### config.mk
export PLATFORM = sky130hd
export DESIGN_NAME = watchdog_unit
export DESIGN_NICKNAME = d
export VERILOG_FILES = /design/src/verilog/wd_pkg.sv /design/src/verilog/watchdog_unit.sv /design/src/verilog/wd_clock_divider.sv
export SDC_FILE = /design/constraint.sdc
export NUM_CORES = 1
export LEC_CHECK = 0
export ABC_AREA = 0
export BUFFER_PORTS_ARGS = -buffer_cell sky130_fd_sc_hd__buf_2
export CORE_MARGIN = 3
export CORE_UTILIZATION = 51
export DETAILED_ROUTE_END_ITERATION = 7
export GPL_TIMING_DRIVEN = 0
export HOLD_SLACK_MARGIN = 0.05
export PLACE_DENSITY = 0.79
export SYNTH_ARGS = -nofsm -noshare
export SYNTH_HDL_FRONTEND = slang
export SYNTH_SLANG_ARGS = --single-unit
### constraint.sdc
create_clock -name clk_i -period 2.15 [get_ports clk_i]
set_input_delay 0.1075 -clock clk_i [delete_from_list [all_inputs] [get_ports clk_i]]
set_output_delay 0.1075 -clock clk_i [all_outputs]
set_load 0.05 [all_outputs]
### src/verilog/wd_pkg.sv
package wd_pkg;

    localparam int ADDR_W = 8;
    localparam int DATA_W = 32;

    typedef struct packed {
        logic cyc;
        logic stb;
        logic we;
        logic [ADDR_W-1:0] adr;
        logic [3:0] sel;
        logic [DATA_W-1:0] dat;
    } wb_req_t;

    typedef struct packed {
        logic ack;
        logic [DATA_W-1:0] dat;
    } wb_rsp_t;

    // Byte addresses of the register words.
    localparam logic [ADDR_W-1:0] PROTECT_OFS = 8'h00;
    localparam logic [ADDR_W-1:0] CLOCK_OFS = 8'h04;
    localparam logic [ADDR_W-1:0] CONTROL_OFS = 8'h08;
    localparam logic [ADDR_W-1:0] COMPARE_OFS = 8'h0c;
    localparam logic [ADDR_W-1:0] COUNT_OFS = 8'h10;

    localparam logic [15:0] UNLOCK_KEY = 16'h0096;
    localparam logic [15:0] PROTECT_RST = 16'h0000;

    // Clock register fields.
    localparam int DBRUN_BIT = 8;
    localparam int DIV_LSB = 4;
    localparam int SRC_LSB = 0;

    // Control register fields.
    localparam int MODE_LSB = 9;
    localparam int NMI_STAT_BIT = 8;
    localparam int CLEAR_BIT = 4;
    localparam int RUN_LSB = 0;

    localparam logic [3:0] RUN_STOP = 4'ha;
    localparam logic [3:0] RUN_READ_ACTIVE = 4'h0;
    localparam logic [9:0] COMPARE_RST = 10'h3ff;

    typedef enum logic [1:0] {
        MODE_RESET = 2'h0,
        MODE_NMI = 2'h1,
        MODE_ESCALATE = 2'h2,
        MODE_RESERVED = 2'h3
    } wd_mode_t;

    typedef enum logic [1:0] {
        SRC_IOSC = 2'h0,
        SRC_OSC1 = 2'h1,
        SRC_OSC3 = 2'h2,
        SRC_EXOSC = 2'h3
    } wd_src_t;

    // Log2 of the base prescaler ratio, then terminal counts, one less than the ratio.
    localparam int DIV_BASE_LOG2 = 13;
    localparam logic [15:0] OSC1_LIMIT = 16'h007f;
    localparam logic [15:0] EXOSC_LIMIT = 16'h0000;

endpackage
### src/verilog/watchdog_unit.sv
`timescale 1ns/1ps
// Functional notes
// - Ten-bit up counter advanced by divided clock.
// - Software selects clock source and divider.
// - Unfed interval elapse raises reset or NMI.
// - Escalate mode resets after unacknowledged NMI.
// - Protected writes need key; other key locks.
// - Debug without run setting freezes counter.
// - Debug with run setting keeps counting.
// - Counter clear write zeroes the counter.
// - Non-stop run code starts counting.
// - Interval equals compare value plus one.
// - Mode field selects reset, NMI or escalate.
// - NMI sets status; counter clear clears it.
// - Stop code stops; run reads zero.
// - Compare match zeroes counter, counting continues.
module watchdog_unit (
    input wire logic clk_i,
    input wire logic rst_i,
    input wd_pkg::wb_req_t wb_req_i,
    output wd_pkg::wb_rsp_t wb_rsp_o,
    input wire logic [3:0] osc_i,
    input wire logic debug_mode_i,
    output logic nmi_req_o,
    output logic sys_reset_req_o
);
    import wd_pkg::*;

    logic [15:0] system_protect_key;
    logic debug_run_enable;
    logic [1:0] wd_clock_divider_sel;
    logic [1:0] wd_clock_source_sel;
    wd_mode_t wd_action_mode;
    logic wd_nmi_status;
    logic [3:0] wd_run_control;
    logic [9:0] wd_compare_value;
    logic [9:0] count;

    logic ack;
    logic [DATA_W-1:0] rdata;
    logic [DATA_W-1:0] next_rdata;
    logic bus_req;
    logic commit;
    logic unlocked;
    logic [15:0] old_word;
    logic [15:0] wword;
    logic wr_protect;
    logic wr_clock;
    logic wr_control;
    logic wr_compare;
    logic clear_req;
    logic raw_tick;
    logic wd_counter_clock;
    logic running;
    logic match;

    wd_clock_divider u_divider (
        .clk_i(clk_i),
        .rst_i(rst_i),
        .osc_i(osc_i),
        .src_sel_i(wd_clock_source_sel),
        .div_sel_i(wd_clock_divider_sel),
        .tick_o(raw_tick)
    );

    // Bus slave: ack one cycle after the request, write lands at the ack edge.
    assign bus_req = wb_req_i.cyc && wb_req_i.stb;
    assign commit = bus_req && wb_req_i.we && ack;
    assign unlocked = (system_protect_key == UNLOCK_KEY);

    always_ff @(posedge clk_i) begin
        if (rst_i) begin
            ack <= 1'b0;
            rdata <= '0;
        end else begin
            ack <= bus_req && !ack;
            if (bus_req && !ack) begin
                rdata <= next_rdata;
            end
        end
    end

    assign wb_rsp_o.ack = ack;
    assign wb_rsp_o.dat = rdata;

    always_comb begin
        next_rdata = '0;
        old_word = 16'h0000;
        case (wb_req_i.adr)
            PROTECT_OFS: old_word = system_protect_key;
            CLOCK_OFS: begin
                old_word[DBRUN_BIT] = debug_run_enable;
                old_word[DIV_LSB +: 2] = wd_clock_divider_sel;
                old_word[SRC_LSB +: 2] = wd_clock_source_sel;
            end
            CONTROL_OFS: begin
                old_word[MODE_LSB +: 2] = wd_action_mode;
                old_word[NMI_STAT_BIT] = wd_nmi_status;
                old_word[RUN_LSB +: 4] = (wd_run_control == RUN_STOP) ? RUN_STOP
                                                                   : RUN_READ_ACTIVE;
            end
            COMPARE_OFS: old_word[9:0] = wd_compare_value;
            COUNT_OFS: old_word[9:0] = count;
            default: old_word = 16'h0000;
        endcase
        next_rdata[15:0] = old_word;
    end

    // Unselected byte lanes keep what the register already holds.
    assign wword = {wb_req_i.sel[1] ? wb_req_i.dat[15:8] : old_word[15:8],
                    wb_req_i.sel[0] ? wb_req_i.dat[7:0] : old_word[7:0]};

    assign wr_protect = commit && (wb_req_i.adr == PROTECT_OFS);
    assign wr_clock = commit && unlocked && (wb_req_i.adr == CLOCK_OFS);
    assign wr_control = commit && unlocked && (wb_req_i.adr == CONTROL_OFS);
    assign wr_compare = commit && unlocked && (wb_req_i.adr == COMPARE_OFS);
    assign clear_req = wr_control && wb_req_i.sel[0] && wb_req_i.dat[CLEAR_BIT];

    // Any value but the key closes the gate again.
    always_ff @(posedge clk_i) begin
        if (rst_i) begin
            system_protect_key <= PROTECT_RST;
        end else if (wr_protect) begin
            system_protect_key <= wword;
        end
    end

    always_ff @(posedge clk_i) begin
        if (rst_i) begin
            debug_run_enable <= 1'b0;
            wd_clock_divider_sel <= 2'h0;
            wd_clock_source_sel <= 2'h0;
        end else if (wr_clock) begin
            debug_run_enable <= wword[DBRUN_BIT];
            wd_clock_divider_sel <= wword[DIV_LSB +: 2];
            wd_clock_source_sel <= wword[SRC_LSB +: 2];
        end
    end

    always_ff @(posedge clk_i) begin
        if (rst_i) begin
            wd_action_mode <= MODE_RESET;
            wd_run_control <= RUN_STOP;
        end else if (wr_control) begin
            wd_action_mode <= wd_mode_t'(wword[MODE_LSB +: 2]);
            if (wb_req_i.sel[0]) begin
                wd_run_control <= wb_req_i.dat[RUN_LSB +: 4];
            end
        end
    end

    always_ff @(posedge clk_i) begin
        if (rst_i) begin
            wd_compare_value <= COMPARE_RST;
        end else if (wr_compare) begin
            wd_compare_value <= wword[9:0];
        end
    end

    // The tick is dropped in debug unless software allows running there.
    assign wd_counter_clock = raw_tick && (!debug_mode_i || debug_run_enable);
    assign running = (wd_run_control != RUN_STOP);
    assign match = wd_counter_clock && running && (count == wd_compare_value);

    // Clearing beats a tick in the same cycle, so a feed always restarts the interval.
    always_ff @(posedge clk_i) begin
        if (rst_i) begin
            count <= 10'h000;
        end else if (clear_req) begin
            count <= 10'h000;
        end else if (match) begin
            count <= 10'h000;
        end else if (wd_counter_clock && running) begin
            count <= count + 10'h001;
        end
    end

    // Match response; the clear is looked at before the status flag is set, so the set wins.
    always_ff @(posedge clk_i) begin
        if (rst_i) begin
            nmi_req_o <= 1'b0;
            sys_reset_req_o <= 1'b0;
            wd_nmi_status <= 1'b0;
        end else begin
            nmi_req_o <= 1'b0;
            sys_reset_req_o <= 1'b0;
            if (clear_req) begin
                wd_nmi_status <= 1'b0;
            end
            if (match) begin
                case (wd_action_mode)
                    MODE_RESET: sys_reset_req_o <= 1'b1;
                    MODE_NMI: begin
                        nmi_req_o <= 1'b1;
                        wd_nmi_status <= 1'b1;
                    end
                    MODE_ESCALATE: begin
                        if (wd_nmi_status) begin
                            sys_reset_req_o <= 1'b1;
                        end else begin
                            nmi_req_o <= 1'b1;
                            wd_nmi_status <= 1'b1;
                        end
                    end
                    default: begin
                        nmi_req_o <= 1'b0;
                    end
                endcase
            end
        end
    end
endmodule

### src/verilog/wd_clock_divider.sv
`timescale 1ns/1ps
module wd_clock_divider (
    input wire logic clk_i,
    input wire logic rst_i,
    input wire logic [3:0] osc_i,
    input wire logic [1:0] src_sel_i,
    input wire logic [1:0] div_sel_i,
    output logic tick_o
);
    import wd_pkg::*;

    logic [3:0] sync1;
    logic [3:0] sync2;
    logic [3:0] sync3;
    logic level;
    logic [15:0] prescale;
    logic [15:0] limit;
    logic edge_seen;

    // Oscillators come from other domains; each passes three flops.
    genvar g;
    generate
        for (g = 0; g < 4; g++) begin : g_sync
            always_ff @(posedge clk_i) begin
                if (rst_i) begin
                    sync1[g] <= 1'b0;
                    sync2[g] <= 1'b0;
                    sync3[g] <= 1'b0;
                end else begin
                    sync1[g] <= osc_i[g];
                    sync2[g] <= sync1[g];
                    sync3[g] <= sync2[g];
                end
            end
        end
    endgenerate

    // A level change counts only once stages two and three agree.
    always_ff @(posedge clk_i) begin
        if (rst_i) begin
            level <= 1'b0;
        end else if (sync2[src_sel_i] == sync3[src_sel_i]) begin
            level <= sync3[src_sel_i];
        end
    end

    assign edge_seen = !level && sync2[src_sel_i] && sync3[src_sel_i];

    always_comb begin
        case (wd_src_t'(src_sel_i))
            SRC_IOSC, SRC_OSC3: limit = 16'((32'd1 << (DIV_BASE_LOG2 + int'(div_sel_i))) - 1);
            SRC_OSC1: limit = OSC1_LIMIT;
            default: limit = EXOSC_LIMIT;
        endcase
    end

    // The compare is >= so a smaller ratio chosen mid-count cannot overrun.
    always_ff @(posedge clk_i) begin
        if (rst_i) begin
            prescale <= 16'h0000;
            tick_o <= 1'b0;
        end else begin
            tick_o <= 1'b0;
            if (edge_seen) begin
                if (prescale >= limit) begin
                    prescale <= 16'h0000;
                    tick_o <= 1'b1;
                end else begin
                    prescale <= prescale + 16'h0001;
                end
            end
        end
    end

endmodule

==> results.ini, run 1 <==
[run_status]
status=finished, violations left
violations=negative setup slack

[clock_tree]
cts_buffers=9
worst_skew_pair.late_latency_ps=370
cts_tree=built
clock_sinks=97
cts_root_buf=clkbuf_8
h-tree-depth=3
clock_path_buffers=2
clk_pin_slew_ps=100

[finish]
fin_area_sq_mm=0.00623
nNetsFinal=754
mostFrequentLayoutCells=dfxtp_1, buf_2, nor2_1
drive_gt1_frac=0.249
final_common_cell=dfxtp_1
areaGrowthSynthToFinish_pct=22.0
num_antenna_cells=0

[logic_synthesis]
syn_area_sq_mm=0.00511
synth_top_area_frac=0.380
ys_seq_area_frac=0.380
yosys-top-cells-area=dfxtp_1, ha_1, xor2_1
netlist_instances=571
synth_top_area_cell=dfxtp_1
synth.avg_cell_area_sq_um=8.94
synth-main-ff-cell=dfxtp_1
ys_async_sr_fraction=0
synth-edff-count=0
synth-seq-cells=97
yosysUniqueCellTypes=61
yosysWarningCount=0

[worst_setup_path]
path_class=reg2reg
critPathLaunchType=flop
cp-end-kind=flop
path_max_fanout=8
crit_arrival_ps=2590
critical_path_required_ps=2460
r2r_slack_ps=-120

[drt]
drt_iter0_drc=467
drc=0
drt-pass1-iter-count=6
vias=4775
wl_um=13800
detail-route-antenna-nets=0
vias_per_cell=5.87
wl_per_cell_um=17.0

[power_and_ir_drop]
power_density_mw_per_mm2=524
power.total_mw=3.27
peakVddDrop_mv=0.516
leakage_nw=2.54

[timing]
fin_crit_sh=1.06
fin_crit_ps=2270
hold_ws_ps=103
fin_skew_ps=12.5
max_slew.worst_pin.slew_ps=757
hold_viol=0
setup_viol=17
worst_slack_ps=-125
grt_setup_unrepaired=yes
relSlewSlack=0.488
report.final.slew_viol_count=0
max_freq_mhz=440

[die]
core.rowCount=35
dieWidth_um=106
die_area_sq_mm=0.0113
fp.coreArea_sq_mm=0.00950
dieHeight_um=106
io_pins=89
start_util=0.537

[global_route]
grt_pass1_wl_um=21900
grt_max_degree=19
track_usage=0.240
grt_pass1_vias=4588
overflow=0
antenna_found_initial=0

[placement]
gp_congestion=0.938
place_ws_ps=-536
placed_cell_area_sq_mm=0.00560
hpwl_um=9820
place.port_buffers=53

[job]
drv_cap=0

[min_path]
hp-class=in2reg

metrics by stage:
step            util  cells  setup TNS (ps)
3_3_place_gp   0.590    768           -6590
3_5_place_dp   0.590    768           -7310
4_1_cts        0.629    801               0
6_report       0.656    813           -1100
2_1_floorplan      -    586               0
5_1_grt        0.656    813           -2810
synth_stat cells (5+ instances only):
cell type	count
inv_1	17
nand2_1	48
xnor2_1	6
clkbuf_1	26
o211ai_1	9
buf_4	17
nor4_1	7
nand4_1	17
ha_1	21
xor2_1	27
mux2i_1	19
o21ai_0	5
a211oi_1	27
nand2b_1	6
nor2_1	50
nor3_1	16
a21oi_1	31
a22oi_1	10
nand3_1	16
dfxtp_1	97
mux2_2	5
buf_6	5
and3_1	8
nor2b_1	14
layout make-up:
type	count	area (sq um)
repair buffers	83	538
well taps	129	161
inverters	17	63.8
multi-input cells	419	3020
plain buffers	52	320
clock inverters	7	61.3
flip-flops and latches	97	1950
fillers	769	3270
clock buffers	9	124
flip-flops by register name, indices dropped and copies added, names as in the netlist, 2 cells and up:
register,cells
system_protect_key,16
wd_action_mode,2
u_divider.sync1,4
wd_clock_source_sel,2
count,10
wd_run_control,4
rdata,16
u_divider.sync3,4
wd_compare_value,10
wd_clock_divider_sel,2
u_divider.sync2,4
u_divider.prescale,16
logic make-up (layout without fill, tap and decap cells):
family          Yosys count  in the layout  synth area share
mux                      27             27            0.0622
fa+ha+maj                21             21            0.0514
buf+inv                  70            168            0.0723
compound gates          108            108             0.147
xor+xnor                 33             33            0.0566
flops                    97             97             0.380
other cells               1             16          0.000734
simple gates            214            214             0.230
critical path, stage by stage, from the launching register on:
cell	delay (ps)
dfxtp_4	370
buf_8	140
nand3b_1	170
ha_1	330
nand4_1	180
nor2_1	150
o2111ai_1	120
o211ai_1	260
buf_4	190
buf_8	130
and3_4	190
layer usage:
| layer | global-route usage | vias to the layer above | share of wire |
|---|---|---|---|
| met2 | 0.395 | 250 | 0.47 |
| li1 | - | 2224 | - |
| met3 | 0.0389 | 47 | 0.073 |
| met5 | 0 | - | 0 |
| met4 | 0.0879 | 0 | 0.033 |
| met1 | 0.317 | 2254 | 0.43 |
power breakdown:
group          total [mW]  switching [mW]  internal, mW
clock                1.15           0.711         0.441
sequential           1.81         0.00354          1.80
combinational       0.306           0.204         0.103
total                3.27           0.918          2.35
timing repair:
action | 4_1_cts | 5_1_grt
setup buffers | 4 | 12
cloned | 0 | 1
pin swaps | 1 | 27
hold buffers | 13 | 0
hold endpoints to repair | 13 | 0
resized for setup | 8 | 34
setup endpoints to repair | 18 | 53
worst paths after layout:
| path | depth (start not counted) | endpoint | start |
|---|---|---|---|
| setup / recovery | 10 | u_divider.tick_o | wd_clock_source_sel[0] |
| setup reg to reg | 10 | u_divider.tick_o | wd_clock_source_sel[0] |
| hold / removal | 3 | wd_compare_value[6] | wb_req_i[6] |
| hold reg to reg | 1 | u_divider.sync2[3] | u_divider.sync1[3] |
Note: power is estimated with default switching activity, not from simulation.
==> run 2, diff against run 1 <==
--- a/config.mk
+++ b/config.mk
@@ -8,11 +8,11 @@
 export ABC_AREA = 0
 export BUFFER_PORTS_ARGS = -buffer_cell sky130_fd_sc_hd__buf_2
 export CORE_MARGIN = 3
-export CORE_UTILIZATION = 51
+export CORE_UTILIZATION = 50
 export DETAILED_ROUTE_END_ITERATION = 7
 export GPL_TIMING_DRIVEN = 0
 export HOLD_SLACK_MARGIN = 0.05
-export PLACE_DENSITY = 0.79
+export PLACE_DENSITY = 0.77
 export SYNTH_ARGS = -nofsm -noshare
 export SYNTH_HDL_FRONTEND = slang
 export SYNTH_SLANG_ARGS = --single-unit
==> results.ini, run 2 (synthesis results as in run 1) <==
[run_status]
status=finished, violations left
violations=negative setup slack

[die]
core.rowCount=36  ; +2.9%
dieHeight_um=107  ; +0.94%
start_util=0.518  ; -0.0197
io_pins=89  ; unchanged
fp.coreArea_sq_mm=0.00986  ; +3.8%
die_area_sq_mm=0.0115  ; +1.9%
dieWidth_um=107  ; +0.94%

[drt]
wl_per_cell_um=16.8  ; -1.1%
vias_per_cell=5.82  ; -0.99%
drt_iter0_drc=444  ; -4.9%
vias=4751  ; -0.50%
drc=0  ; unchanged
drt-pass1-iter-count=5  ; -1
detail-route-antenna-nets=0  ; unchanged
wl_um=13800  ; -0.61%

[timing]
fin_skew_ps=12.5  ; +0.0475 ps
fin_crit_ps=2180  ; -93.9 ps
hold_viol=0  ; unchanged
hold_ws_ps=78.4  ; -25.0 ps
setup_tns_ps=-106  ; +998 ps
report.final.slew_viol_count=0  ; unchanged
grt_setup_unrepaired=yes
max_slew.worst_pin.slew_ps=726  ; -31.6 ps
worst_slack_ps=-30.8  ; +93.9 ps
relSlewSlack=0.509  ; +0.0213
fin_crit_sh=1.01  ; -0.0437
max_freq_mhz=459  ; +4.3%
setup_viol=9  ; -8

[worst_setup_path]
path_max_fanout=10  ; +2
ff2ff_path_depth=7  ; -3
critPathLaunchType=flop
r2r_slack_ps=-30  ; +90 ps
path_class=reg2reg
cp-end-kind=flop
r2r_end=u_divider.prescale[15]
critical_path_required_ps=2450  ; about the same
r2r_start=wd_clock_source_sel[0]
crit_arrival_ps=2480  ; -110 ps

[clock_tree]
h-tree-depth=3  ; unchanged
cts_buffers=9  ; unchanged
clk_pin_slew_ps=100  ; about the same
clock_path_buffers=2  ; unchanged
clock_sinks=97  ; unchanged
cts_root_buf=clkbuf_8
cts_tree=built
worst_skew_pair.late_latency_ps=390  ; +20 ps

[placement]
placed_cell_area_sq_mm=0.00561  ; about the same
hpwl_um=9940  ; +1.3%
gp_congestion=0.957  ; +2.0%
place.port_buffers=53  ; unchanged

[min_path]
hp-class=in2reg
hp-start=wb_req_i[6]
hold_end=wd_compare_value[6]
hold_path_depth=3  ; unchanged

[global_route]
track_usage=0.240  ; about the same
grt_max_degree=20  ; +1
overflow=0  ; unchanged
antenna_found_initial=0  ; unchanged
grt_pass1_vias=4517  ; -1.5%
grt_pass1_wl_um=22000  ; +0.37%

[job]
drv_cap=0  ; unchanged

[power_and_ir_drop]
power_density_mw_per_mm2=527  ; +0.54%
peakVddDrop_mv=0.567  ; +9.9%
leakage_nw=2.54  ; +0.28%
power.total_mw=3.29  ; +0.76%

[finish]
nNetsFinal=754  ; unchanged
final_common_cell=dfxtp_1
num_antenna_cells=0  ; unchanged
drive_gt1_frac=0.244  ; -0.00439
fin_area_sq_mm=0.00624  ; +0.22%
post-route-util=0.633  ; -0.0226
largest_registers=rdata: 16 flops, system_protect_key: 16 flops, u_divider.prescale: 16 flops
mostFrequentLayoutCells=dfxtp_1, buf_2, nor2_1
areaGrowthSynthToFinish_pct=22.3

-- run 2: cell count changes in the layout (fill, tap and decap cells not counted), sizes merged --
cell / previous run / this run
buf: 99 / 96
clkinvlp: 2 / 1
clkinv: 2 / 1
clkbuf: 32 / 35
inv: 20 / 22
-- run 2: metrics by stage --
| step | setup WS (ps) | std cells |
|---|---|---|
| CTS | -59.5 | 807 |
| floorplan | 6.10 | 586 |
| global route | -126 | 817 |
| detailed placement | -562 | 772 |
| global placement | -479 | 772 |
| finish | -30.8 | 817 |
-- run 2: worst max-delay path by stage --
stage	from	endpoint	depth (start not counted)
after global routing	wd_clock_source_sel[0]	u_divider.tick_o	10
after CTS	wd_clock_source_sel[0]	u_divider.prescale[1]	9
after global placement	wd_clock_source_sel[0]	u_divider.prescale[5]	9
final	wd_clock_source_sel[0]	u_divider.prescale[15]	7
after detailed placement	wd_clock_source_sel[0]	u_divider.prescale[12]	9
after floorplan	wd_clock_source_sel[0]	u_divider.prescale[5]	9
-- run 2: timing repair --
item / in CTS / in global routing
hold endpoints to repair: 13 / 0
pin swaps: 3 / 18
setup endpoints to repair: 37 / 46
gates cloned: 0 / 2
setup buffers: 6 / 8
hold buffers: 13 / 0
gates resized for setup: 9 / 28
-- run 2: area by class of cell --
type | instances | area (sq um)
fillers | 790 | 3620
clock inverters | 7 | 70.1
plain buffers | 53 | 327
multi-input cells | 419 | 3010
repair buffers | 82 | 541
well taps | 133 | 166
flip-flops and latches | 97 | 1950
clock buffers | 9 | 124
inverters | 17 | 63.8
-- run 2: power breakdown --
part	total, mW	switching, mW	internal, mW
registers	1.81	0.00362	1.80
logic	0.306	0.203	0.103
clock network	1.18	0.722	0.455
-- run 2: critical path, cell delays in order (launching register included) --
cell and delay (ps):
dfxtp_4 400, buf_4 170, mux4_2 540, and3b_1 230, buf_2 200, buf_6 170, buf_6 150, a211oi_2 230
-- run 2: per-layer routing --
layer  track usage  routed length (um)
met1         0.306                5660
met2         0.399                6670
met3        0.0476                1010
met4        0.0904                 422
met5             0                   0
